`config.mk`:
```
export PLATFORM = sky130hd
export DESIGN_NAME = tci_capture_interval
export DESIGN_NICKNAME = d
export VERILOG_FILES = /design/src/pkg/tci_pkg.sv /design/src/logic/tci_capture_interval.sv
export SDC_FILE = /design/constraint.sdc
export NUM_CORES = 1
export LEC_CHECK = 0
export ABC_AREA = 1
export BUFFER_PORTS_ARGS = -buffer_cell sky130_fd_sc_hd__buf_2
export CAP_MARGIN = 40
export CORE_MARGIN = 5
export CORE_UTILIZATION = 47
export DETAILED_ROUTE_END_ITERATION = 16
export GPL_ROUTABILITY_DRIVEN = 1
export GPL_TIMING_DRIVEN = 0
export PLACE_DENSITY_LB_ADDON = 0.05
export SLEW_MARGIN = 40
export SYNTH_ARGS = -nofsm -noshare
export SYNTH_HDL_FRONTEND = slang
export SYNTH_SLANG_ARGS = --single-unit
```
`constraint.sdc`:
```
create_clock -name clk_i -period 1.74 [get_ports clk_i]
set_input_delay 0.087 -clock clk_i [delete_from_list [all_inputs] [get_ports clk_i]]
set_output_delay 0.087 -clock clk_i [all_outputs]
set_load 0.005 [all_outputs]
```
`src/pkg/tci_pkg.sv`:
```
`default_nettype none
package tci_pkg;
  localparam int COUNT_W = 16;
  localparam int INTERVAL_W = 12;
  localparam int IDX_W = 6;
  localparam logic [IDX_W-1:0] IDX_CAPTURE_A_RISE_TIME = 6'h22;
  localparam logic [IDX_W-1:0] IDX_CAPTURE_B_RISE_TIME = 6'h23;
  localparam logic [IDX_W-1:0] IDX_CAPTURE_A_FALL_TIME = 6'h24;
  localparam logic [IDX_W-1:0] IDX_CAPTURE_B_FALL_TIME = 6'h25;
  localparam logic [IDX_W-1:0] IDX_INTERVAL_COUNT_LOW = 6'h26;
  localparam logic [IDX_W-1:0] IDX_INTERVAL_COUNT_HIGH = 6'h27;
  localparam logic [IDX_W-1:0] IDX_INTERVAL_RELOAD_LOW = 6'h28;
  localparam logic [IDX_W-1:0] IDX_INTERVAL_RELOAD_HIGH = 6'h29;
  localparam logic [IDX_W-1:0] IDX_CAPTURE_CONFIG = 6'h2A;
  localparam logic [IDX_W-1:0] IDX_CAPTURE_IRQ_ENABLE = 6'h2B;
  localparam logic [IDX_W-1:0] IDX_CAPTURE_IRQ_STATUS = 6'h2C;
  localparam logic [IDX_W-1:0] IDX_INTERVAL_EVENT_STATUS = 6'h2D;
  localparam logic [IDX_W-1:0] IDX_INTERVAL_EVENT_MASK = 6'h2E;
  // capture slots, same order as status and enable bits
  localparam int SLOT_A_RISE = 0;
  localparam int SLOT_A_FALL = 1;
  localparam int SLOT_B_RISE = 2;
  localparam int SLOT_B_FALL = 3;
  localparam int CFG_HOLD_BIT = 7;
  localparam int CFG_PRESCALE_LSB = 4;
  localparam int CFG_WIDE_BIT = 3;
  localparam logic [7:0] CFG_WRITE_MASK = 8'hF8;
  localparam logic [7:0] RST_BYTE = 8'h00;
  localparam logic [3:0] RST_NIBBLE = 4'h0;
  localparam logic [COUNT_W-1:0] RST_COUNT = 16'h0000;
  localparam logic [INTERVAL_W-1:0] RST_INTERVAL = 12'h000;
endpackage
`default_nettype wire

```
`src/logic/tci_capture_interval.sv`:
```
// Functional notes
// - B fall holds prescaled slice, 8-bit mode
// - wide mode: B fall gets upper byte
// - count low read latches upper nibble
// - count high reads latched nibble, top zero
// - two channels, rise and fall registers
// - wide mode: B registers give high byte
// - edges, not loads, raise interrupts; wide-mode B loads raise none
// - hold off: every edge overwrites register
// - hold on: keep first edge until read
// - prescale field selects counter bits n+7:n, 8-bit mode
// - wide enable disables B's own capture
// - enable register gates four capture interrupts
// - status bit set on its edge
// - status cleared only by writing one
// - free-running counter advanced by time clock
// - A rise holds counter at rising edge
`timescale 1ns/1ns
`default_nettype none
module tci_capture_interval
  import tci_pkg::*;
(
  input wire logic clk_i,
  input wire logic rst_i,
  input wire logic cyc_i,
  input wire logic stb_i,
  input wire logic we_i,
  input wire logic [7:0] adr_i,
  input wire logic [3:0] sel_i,
  input wire logic [31:0] dat_i,
  output logic [31:0] dat_o,
  output logic ack_o,
  input wire logic capture_input_a_i,
  input wire logic capture_input_b_i,
  input wire logic capture_time_clock_i,
  output logic irq_o
);
  function automatic logic [7:0] tci_slice(input logic [COUNT_W-1:0] c, input logic [2:0] n);
    tci_slice = 8'(c >> n);
  endfunction

  logic a_s1, a_s2, a_s3, b_s1, b_s2, b_s3, t_s1, t_s2, t_s3;
  logic tick;
  logic [3:0] edge_ev, src_ev, load, rd_hit, wr_hit;
  logic [COUNT_W-1:0] free_count;
  logic [7:0] cap_time [4];
  logic [7:0] cap_val [4];
  logic [3:0] held;
  logic [7:0] capture_config, capture_irq_enable;
  logic [3:0] capture_irq_status;
  logic [INTERVAL_W-1:0] interval_count, interval_reload;
  logic [7:0] reload_low_stage;
  logic [3:0] count_high_hold;
  logic interval_event_status, interval_event_mask;
  logic acc, wr, rd;
  logic [IDX_W-1:0] idx;
  logic [7:0] next_dat;
  logic hold, wide;
  logic [2:0] prescale;

  // inputs come from pins and another clock: two flops before use
  always_ff @(posedge clk_i)
  begin
    if (rst_i)
    begin
      {a_s1, a_s2, a_s3} <= 3'h0;
      {b_s1, b_s2, b_s3} <= 3'h0;
      {t_s1, t_s2, t_s3} <= 3'h0;
    end
    else
    begin
      a_s1 <= capture_input_a_i;
      a_s2 <= a_s1;
      a_s3 <= a_s2;
      b_s1 <= capture_input_b_i;
      b_s2 <= b_s1;
      b_s3 <= b_s2;
      t_s1 <= capture_time_clock_i;
      t_s2 <= t_s1;
      t_s3 <= t_s2;
    end
  end

  // only time clock rising edges count as ticks; it must be under half of clk_i
  assign tick = t_s2 & ~t_s3;
  assign hold = capture_config[CFG_HOLD_BIT];
  assign wide = capture_config[CFG_WIDE_BIT];
  assign prescale = capture_config[CFG_PRESCALE_LSB +: 3];

  assign edge_ev[SLOT_A_RISE] = a_s2 & ~a_s3;
  assign edge_ev[SLOT_A_FALL] = ~a_s2 & a_s3;
  assign edge_ev[SLOT_B_RISE] = ~wide & b_s2 & ~b_s3;
  assign edge_ev[SLOT_B_FALL] = ~wide & ~b_s2 & b_s3;
  // in wide mode the B slots follow channel A edges
  assign src_ev[SLOT_A_RISE] = edge_ev[SLOT_A_RISE];
  assign src_ev[SLOT_A_FALL] = edge_ev[SLOT_A_FALL];
  assign src_ev[SLOT_B_RISE] = wide ? edge_ev[SLOT_A_RISE] : edge_ev[SLOT_B_RISE];
  assign src_ev[SLOT_B_FALL] = wide ? edge_ev[SLOT_A_FALL] : edge_ev[SLOT_B_FALL];

  always_comb
  begin
    cap_val[SLOT_A_RISE] = wide ? free_count[7:0] : tci_slice(free_count, prescale);
    cap_val[SLOT_A_FALL] = wide ? free_count[7:0] : tci_slice(free_count, prescale);
    cap_val[SLOT_B_RISE] = wide ? free_count[15:8] : tci_slice(free_count, prescale);
    cap_val[SLOT_B_FALL] = wide ? free_count[15:8] : tci_slice(free_count, prescale);
  end

  assign load = src_ev & ~({4{hold}} & held);

  // wishbone classic: one wait state, ack for one cycle
  assign acc = cyc_i & stb_i & ~ack_o;
  assign wr = acc & we_i & sel_i[0];
  assign rd = acc & ~we_i;
  assign idx = adr_i[7:2];

  always_comb
  begin
    rd_hit[SLOT_A_RISE] = rd & (idx == IDX_CAPTURE_A_RISE_TIME);
    rd_hit[SLOT_A_FALL] = rd & (idx == IDX_CAPTURE_A_FALL_TIME);
    rd_hit[SLOT_B_RISE] = rd & (idx == IDX_CAPTURE_B_RISE_TIME);
    rd_hit[SLOT_B_FALL] = rd & (idx == IDX_CAPTURE_B_FALL_TIME);
    wr_hit[SLOT_A_RISE] = wr & (idx == IDX_CAPTURE_A_RISE_TIME);
    wr_hit[SLOT_A_FALL] = wr & (idx == IDX_CAPTURE_A_FALL_TIME);
    wr_hit[SLOT_B_RISE] = wr & (idx == IDX_CAPTURE_B_RISE_TIME);
    wr_hit[SLOT_B_FALL] = wr & (idx == IDX_CAPTURE_B_FALL_TIME);
  end

  always_ff @(posedge clk_i)
  begin
    if (rst_i)
      free_count <= RST_COUNT;
    else if (tick)
      free_count <= COUNT_W'(free_count + 16'h0001);
  end

  // software write wins over a capture in the same cycle
  always_ff @(posedge clk_i)
  begin
    if (rst_i)
      for (int i = 0; i < 4; i++)
        cap_time[i] <= RST_BYTE;
    else
      for (int i = 0; i < 4; i++)
        if (wr_hit[i])
          cap_time[i] <= dat_i[7:0];
        else if (load[i])
          cap_time[i] <= cap_val[i];
  end

  // a load and a read together leave the slot held
  always_ff @(posedge clk_i)
  begin
    if (rst_i)
      held <= 4'h0;
    else
      held <= (held & ~rd_hit) | (load & {4{hold}});
  end

  always_ff @(posedge clk_i)
  begin
    if (rst_i)
      capture_irq_status <= RST_NIBBLE;
    else if (wr && idx == IDX_CAPTURE_IRQ_STATUS)
      capture_irq_status <= (capture_irq_status & ~dat_i[3:0]) | edge_ev;
    else
      capture_irq_status <= capture_irq_status | edge_ev;
  end

  always_ff @(posedge clk_i)
  begin
    if (rst_i)
    begin
      capture_config <= RST_BYTE;
      capture_irq_enable <= RST_BYTE;
      interval_event_mask <= 1'b0;
    end
    else if (wr)
    begin
      if (idx == IDX_CAPTURE_CONFIG)
        capture_config <= dat_i[7:0] & CFG_WRITE_MASK;
      if (idx == IDX_CAPTURE_IRQ_ENABLE)
        capture_irq_enable <= {4'h0, dat_i[3:0]};
      if (idx == IDX_INTERVAL_EVENT_MASK)
        interval_event_mask <= dat_i[0];
    end
  end

  // reload takes effect only when the high nibble is written
  always_ff @(posedge clk_i)
  begin
    if (rst_i)
    begin
      reload_low_stage <= RST_BYTE;
      interval_reload <= RST_INTERVAL;
    end
    else if (wr && idx == IDX_INTERVAL_RELOAD_LOW)
      reload_low_stage <= dat_i[7:0];
    else if (wr && idx == IDX_INTERVAL_RELOAD_HIGH)
      interval_reload <= {dat_i[3:0], reload_low_stage};
  end

  always_ff @(posedge clk_i)
  begin
    if (rst_i)
      interval_count <= RST_INTERVAL;
    else if (tick)
    begin
      if (interval_count == RST_INTERVAL)
        interval_count <= interval_reload;
      else
        interval_count <= INTERVAL_W'(interval_count - 12'h001);
    end
  end

  always_ff @(posedge clk_i)
  begin
    if (rst_i)
      interval_event_status <= 1'b0;
    else if (tick && interval_count == RST_INTERVAL)
      interval_event_status <= 1'b1;
    else if (rd && idx == IDX_INTERVAL_EVENT_STATUS)
      interval_event_status <= 1'b0;
  end

  always_ff @(posedge clk_i)
  begin
    if (rst_i)
      count_high_hold <= RST_NIBBLE;
    else if (rd && idx == IDX_INTERVAL_COUNT_LOW)
      count_high_hold <= interval_count[11:8];
  end

  always_comb
  begin
    next_dat = RST_BYTE;
    unique case (idx)
      IDX_CAPTURE_A_RISE_TIME: next_dat = cap_time[SLOT_A_RISE];
      IDX_CAPTURE_A_FALL_TIME: next_dat = cap_time[SLOT_A_FALL];
      IDX_CAPTURE_B_RISE_TIME: next_dat = cap_time[SLOT_B_RISE];
      IDX_CAPTURE_B_FALL_TIME: next_dat = cap_time[SLOT_B_FALL];
      IDX_INTERVAL_COUNT_LOW: next_dat = interval_count[7:0];
      IDX_INTERVAL_COUNT_HIGH: next_dat = {4'h0, count_high_hold};
      IDX_INTERVAL_RELOAD_LOW: next_dat = reload_low_stage;
      IDX_INTERVAL_RELOAD_HIGH: next_dat = {4'h0, interval_reload[11:8]};
      IDX_CAPTURE_CONFIG: next_dat = capture_config;
      IDX_CAPTURE_IRQ_ENABLE: next_dat = capture_irq_enable;
      IDX_CAPTURE_IRQ_STATUS: next_dat = {4'h0, capture_irq_status};
      IDX_INTERVAL_EVENT_STATUS: next_dat = {7'h00, interval_event_status};
      IDX_INTERVAL_EVENT_MASK: next_dat = {7'h00, interval_event_mask};
      default: next_dat = RST_BYTE;
    endcase
  end

  always_ff @(posedge clk_i)
  begin
    if (rst_i)
    begin
      ack_o <= 1'b0;
      dat_o <= 32'h00000000;
    end
    else
    begin
      ack_o <= acc;
      dat_o <= rd ? {24'h000000, next_dat} : 32'h00000000;
    end
  end

  // level output; status stays up until cleared, so no event is lost
  always_ff @(posedge clk_i)
  begin
    if (rst_i)
      irq_o <= 1'b0;
    else
      irq_o <= (|(capture_irq_status & capture_irq_enable[3:0])) |
               (interval_event_status & interval_event_mask);
  end
endmodule
`default_nettype wire

```
==> results.yml, run 1 <==
synthesis:
  postSynth.asyncResetShare_pct: 0
  yosysTopAreaCell: "dfxtp_1"
  ys_seq_area_share_pct: 40.1
  yosysUniqueCellTypes: 38
  netlist.area_leader.share_pct: 26.1
  avgSynthCellArea_um2: 6.83
  synth_seq_cells: 122
  synth_edf_count: 32
  synth_cells: 1010
  ys_warn_count: 0
  syn_area_um2: 6900
  synthTopCellsByArea: "dfxtp_1, nand2_1, edfxtp_1"
  synth-main-ff-cell: "dfxtp_1"
route:
  vias: 6743
  viasPerCell: 5.20
  drtIter0Drc: 604
  drc_errors: 0
  drt-total-wl_um: 21700
  dr.pass1.iters: 5
  antenna_left: 0
  post_drt_wl_per_cell_um: 16.8
setup_path:
  crit_path_end_kind: "flip-flop"
  cp_num_cells: 7
  worstSetupPathType: "reg2reg"
  r2r_slack_ps: 60
  critical_path.cell_chain: "nor2_2 > nand3_4 > nor2_4 > inv_2 > nand2_2 > nand2_4 > nand2_4"
  path_buf_inv: 1
  path_max_fanout: 9
  cp_common_cell: "nand2_4"
  max_stage_delay_ps: 320
  r2r_end: "cap_time[2][3]$_SDFFCE_PN0P_"
  start_kind: "flip-flop"
  arrival_ps: 1800
  cpLargestDelayFamily: "simple AND/OR/NAND/NOR gates"
  slowest_stage: "dfxtp_1"
  r2r-start: "ack_o$_SDFF_PP0_"
  cp_data_required_time_ps: 1850
  reg2reg_depth: 7
cts:
  cts_root_buf: "clkbuf_16"
  insertion_delay_ps: 430
  cts-htree-levels: 4
  cts_tree: "done"
  cts_buffers: 17
  clk_pin_slew_ps: 60
  clockBufferDepth: 2
  cts_num_sinks: 122
floorplan:
  die_area_um2: 17200
  die_x_um: 131
  floorplan.initialDensity_pct: 47.6
  core_area_um2: 14500
  rows: 44
  pin_count: 86
  die_h_um: 131
final_layout:
  syn2layout_area_growth_pct: 19.6
  drive_gt1_share_pct: 16.8
  diodes: 0
  fin_nets: 1154
  instances_no_fill: 1296
  most-common-layout-cells: "nand2_1, inv_1, nand3_1, nor2_1, dfxtp_1"
  fin_area_um2: 8250
  layout_commonest_cell: "nand2_1"
grt:
  grt_pass1_vias: 6091
  grt_pass1_wl_um: 33200
  grt_usage_pct: 24.6
  antenna_found_initial: 0
  overflow: 0
  grt_max_degree: 17
worst_hold_path:
  holdPathEnd: "cap_time[3][7]$_DFFE_PP_"
  hold_start: "dat_i[7]"
  holdPathStages: 3
  hold_class: "in2reg"
sta:
  max_freq_mhz: 594
  setup_tns_ps: 0
  drv_slew: 0
  fin_ws_ps: 57.5
  max_slew.worst_pin.slew_ps: 917
  rsz0062_at_grt: "yes"
  hold_viol: 0
  slew_headroom_pct: 38.9
  period_needed_ps: 1680
  fin_crit_sh_pct: 96.7
  skew_ps: 11.4
  setup_viol: 0
placed_design:
  place_congestion: 0.950
  dp_cells: 1248
  place_ws_ps: -483
  io_buffers: 31
  place_area_um2: 7370
  place_hpwl_um: 16400
flow_run:
  maxCapViolCount: 0
power:
  ir_drop_uv: 718
  power.leakage_nw: 3.88
  total_power_w: 0.00718
  powerDensity_nw_per_um2: 871
outcome:
  outcome: "finished, final reports clean"
==> through the flow <==
step                      util, %  hold slack [ps]
after floorplan                 -              194
after global placement       50.9              290
after detailed placement     50.9              296
after CTS                    55.8             12.8
after global routing         57.0             42.3
final                        57.0             26.7
==> routing by layer <==
layer	vias up	global-route usage, %	share of wire (%)
li1	3413	-	-
met1	3026	32.7	44
met2	254	39.3	47
met3	50	5.05	6.6
met4	0	9.76	3.1
met5	-	0	0
==> repair_timing <==
action,in CTS,in global routing
hold buffers,6,0
pin swaps,5,10
endpoints found under the setup margin,75,84
gates resized for setup,18,39
setup buffers,2,8
hold endpoints to repair,6,0
==> worst max-delay path by stage <==
stage / slack (ps) / startpoint / end
floorplan: 140 / ack_o$_SDFF_PP0_ / cap_time[3][0]$_DFFE_PP_
global placement: -500 / rst_i / cap_time[3][4]$_DFFE_PP_
detailed placement: -480 / rst_i / cap_time[3][6]$_DFFE_PP_
CTS: -120 / capture_config[3]$_SDFFE_PP0P_ / cap_time[2][3]$_SDFFCE_PN0P_
global route: -10 / ack_o$_SDFF_PP0_ / cap_time[2][3]$_SDFFCE_PN0P_
finish: 60 / ack_o$_SDFF_PP0_ / cap_time[2][3]$_SDFFCE_PN0P_
==> flip-flops by register name (all words and copies together) (netlist names), 4 cells and up <==
register	cells
count_high_hold	4
free_count	16
dat_o	8
held	4
interval_reload	12
cap_time	32
capture_irq_status	4
interval_count	12
capture_irq_enable	4
capture_config	5
reload_low_stage	8
==> power breakdown <==
part / switching (W) / internal (W)
Sequential: 0.0000473 / 0.00299
Combinational: 0.000478 / 0.000249
Clock: 0.00137 / 0.00205
==> cells in the mapped netlist (all sizes together) (2+ instances only) <==
library cell	number
o21ai	87
inv	124
nand4	18
o211ai	3
edfxtp	32
nor3	7
clkinv	5
clkbuf	15
xor2	2
nor2	124
nand2	281
nand3	117
ha	3
dfxtp	90
buf	36
a21oi	55
a31oi	4
==> final cells by class <==
type | count | area [µm²]
fillers | 1480 | 6230
multi-input cells | 731 | 3550
flip-flops and latches | 122 | 2760
inverters | 129 | 494
clock buffers | 18 | 450
plain buffers | 51 | 339
repair buffers | 47 | 303
well taps | 184 | 230
clock inverters | 14 | 119
==> cell families after synthesis <==
group | synth area share (%)
adder cells (fa/ha/maj) | 0.544
other | 0.0544
AND/OR/NAND/NOR | 36.1
flip-flops | 40.1
buffers and inverters | 11.6
XOR/XNOR | 0.254
AO/OA/AOI/OAI | 11.4
==> worst reg2reg max path, delay by kind of cell, from the launching register on <==
family                 cells  cell delay [ps]
flip-flops                 1              320
AND/OR/NAND/NOR            6              910
buffers and inverters      1              130
(Power assumes the default switching activity.)
==> run 2, diff against run 1 <==
Settings changed: BUFFER_PORTS_ARGS -buffer_cell sky130_fd_sc_hd__buf_2 to default, DONT_BUFFER_PORTS from default to 1.
==> run 2 against run 1 <==
Effect of this change: the flow now finishes with violations (negative hold slack); critical path type unchanged; sequential power barely moved; clock power down 6%; hold slack worse by 35 ps; largest cell class unchanged; count of clock-buffer cells in the layout unchanged.
==> results.yml, run 2 (same netlist as run 1, synthesis figures left out) <==
power:
  total_power_w: 0.00697
  power.leakage_nw: 3.73
  ir_drop_uv: 660
  powerDensity_nw_per_um2: 861
floorplan:
  die_area_um2: 17200
  die_h_um: 131
  core_area_um2: 14500
  rows: 44
  pin_count: 86
  die_x_um: 131
  floorplan.initialDensity_pct: 47.6
setup_path:
  max_stage_delay_ps: 330
  path_max_fanout: 9
  cp_data_required_time_ps: 1850
  slowest_stage: "dfxtp_1"
  arrival_ps: 1810
  worstSetupPathType: "reg2reg"
  crit_path_end_kind: "flip-flop"
  critical_path.cell_chain: "nor2_2 > nand3_4 > nor2_4 > inv_2 > nand2_2 > nand2_4 > nand2_4"
  cp_common_cell: "nand2_4"
  reg2reg_depth: 7
  start_kind: "flip-flop"
sta:
  slew_headroom_pct: 56.9
  max_freq_mhz: 588
  hold_viol: 2
  fin_ws_ps: 38.6
  max_slew.worst_pin.slew_ps: 647
  drv_slew: 0
  setup_viol: 0
  skew_ps: 7.10
  whs_ps: -8.01
  setup_tns_ps: 0
  fin_crit_sh_pct: 97.8
  period_needed_ps: 1700
cts:
  cts_root_buf: "clkbuf_16"
  cts_tree: "done"
  clockBufferDepth: 2
  cts_num_sinks: 122
  clk_pin_slew_ps: 60
  cts-htree-levels: 4
  cts_buffers: 17
  insertion_delay_ps: 420
outcome:
  violations: "negative hold slack"
  outcome: "finished with violations"
final_layout:
  reg.largest.list: "cap_time (32), free_count (16)"
  largest_reg_flops: 32
  syn2layout_area_growth_pct: 17.4
  multi_input_area_um2: 3540
  seq_area_um2: 2770
  fin_area_um2: 8100
  nFillCells: 1450
  largest_register: "cap_time"
  most-common-layout-cells: "nand2_1, inv_1, nand3_1, nor2_1, dfxtp_1"
  layout_commonest_cell: "nand2_1"
  drive_gt1_share_pct: 13.5
  diodes: 0
  fin_nets: 1127
placed_design:
  place_congestion: 0.937
  place_hpwl_um: 16000
  place_ws_ps: -509
  io_buffers: 0
  place_area_um2: 7210
grt:
  antenna_found_initial: 1
  grt_pass1_vias: 6013
  grt_pass1_wl_um: 33100
  grt_usage_pct: 24.4
  grt_max_degree: 17
  overflow: 0
route:
  antenna_left: 0
  post_drt_wl_per_cell_um: 16.9
  vias: 6647
  drc_errors: 0
  viasPerCell: 5.24
  dr.pass1.iters: 5
  drt-total-wl_um: 21400
  drtIter0Drc: 647
flow_run:
  maxCapViolCount: 0
worst_hold_path:
  holdPathStages: 4
  hold_class: "in2reg"
## run 2: changes by cell type in the layout (fill, tap and decap cells not counted), sizes merged
cell	previous run	this run
clkbuf	32	34
buf	78	42
clkinvlp	2	5
dlygate4sd3	6	13
inv	128	125
## run 2: final timing paths
check | startpoint | endpoint | slack [ps]
min | we_i | held[3]$_SDFF_PP0_ | -8
max | ack_o$_SDFF_PP0_ | cap_time[2][3]$_SDFFCE_PN0P_ | 40
max reg2reg | ack_o$_SDFF_PP0_ | cap_time[2][3]$_SDFFCE_PN0P_ | 40
min reg2reg | a_s1$_SDFF_PP0_ | a_s2$_SDFF_PP0_ | 400
## run 2: what timing repair did
item,CTS,global route
hold buffers,13,0
pin swaps,2,5
buffers inserted,2,5
cloned,0,0
hold endpoints to repair,42,0
gates resized for setup,20,34
endpoints found under the setup margin,72,67
## run 2: where the power goes
| group | internal, W | switching (W) | total [W] |
|---|---|---|---|
| combinational | 0.000248 | 0.000469 | 0.000718 |
| sequential | 0.00299 | 0.0000488 | 0.00304 |
| clock | 0.00193 | 0.00129 | 0.00322 |
## run 2: final cells by class
| cell class | instances | share of cell area [%] |
|---|---|---|
| Clock buffer | 18 | 5.30 |
| Inverter | 129 | 6.12 |
| Clock inverter | 14 | 1.33 |
| Sequential cell | 122 | 34.1 |
| Multi-Input combinational cell | 731 | 43.7 |
| Tap cell | 184 | 2.84 |
| Timing Repair Buffer | 20 | 2.41 |
| Buffer | 51 | 4.12 |
## run 2: metrics by stage
step / util, % / std cells
2_1_floorplan: - / 1033
3_3_place_gp: 49.8 / 1217
3_5_place_dp: 49.8 / 1217
4_1_cts: 55.1 / 1264
5_1_grt: 55.9 / 1269
6_report: 55.9 / 1269
## run 2: layer usage
metal	track usage, %	up-vias	wire length, µm
li1	-	3352	-
met1	33.1	2985	9390
met2	37.7	253	9710
met3	5.01	55	1440
met4	11.0	2	837
met5	0	-	13
## run 2: critical path, delay by kind of cell, from the launching register on
| family | cells | cell delay, ps |
|---|---|---|
| simple gates | 6 | 910 |
| buf+inv | 1 | 130 |
| flops | 1 | 330 |
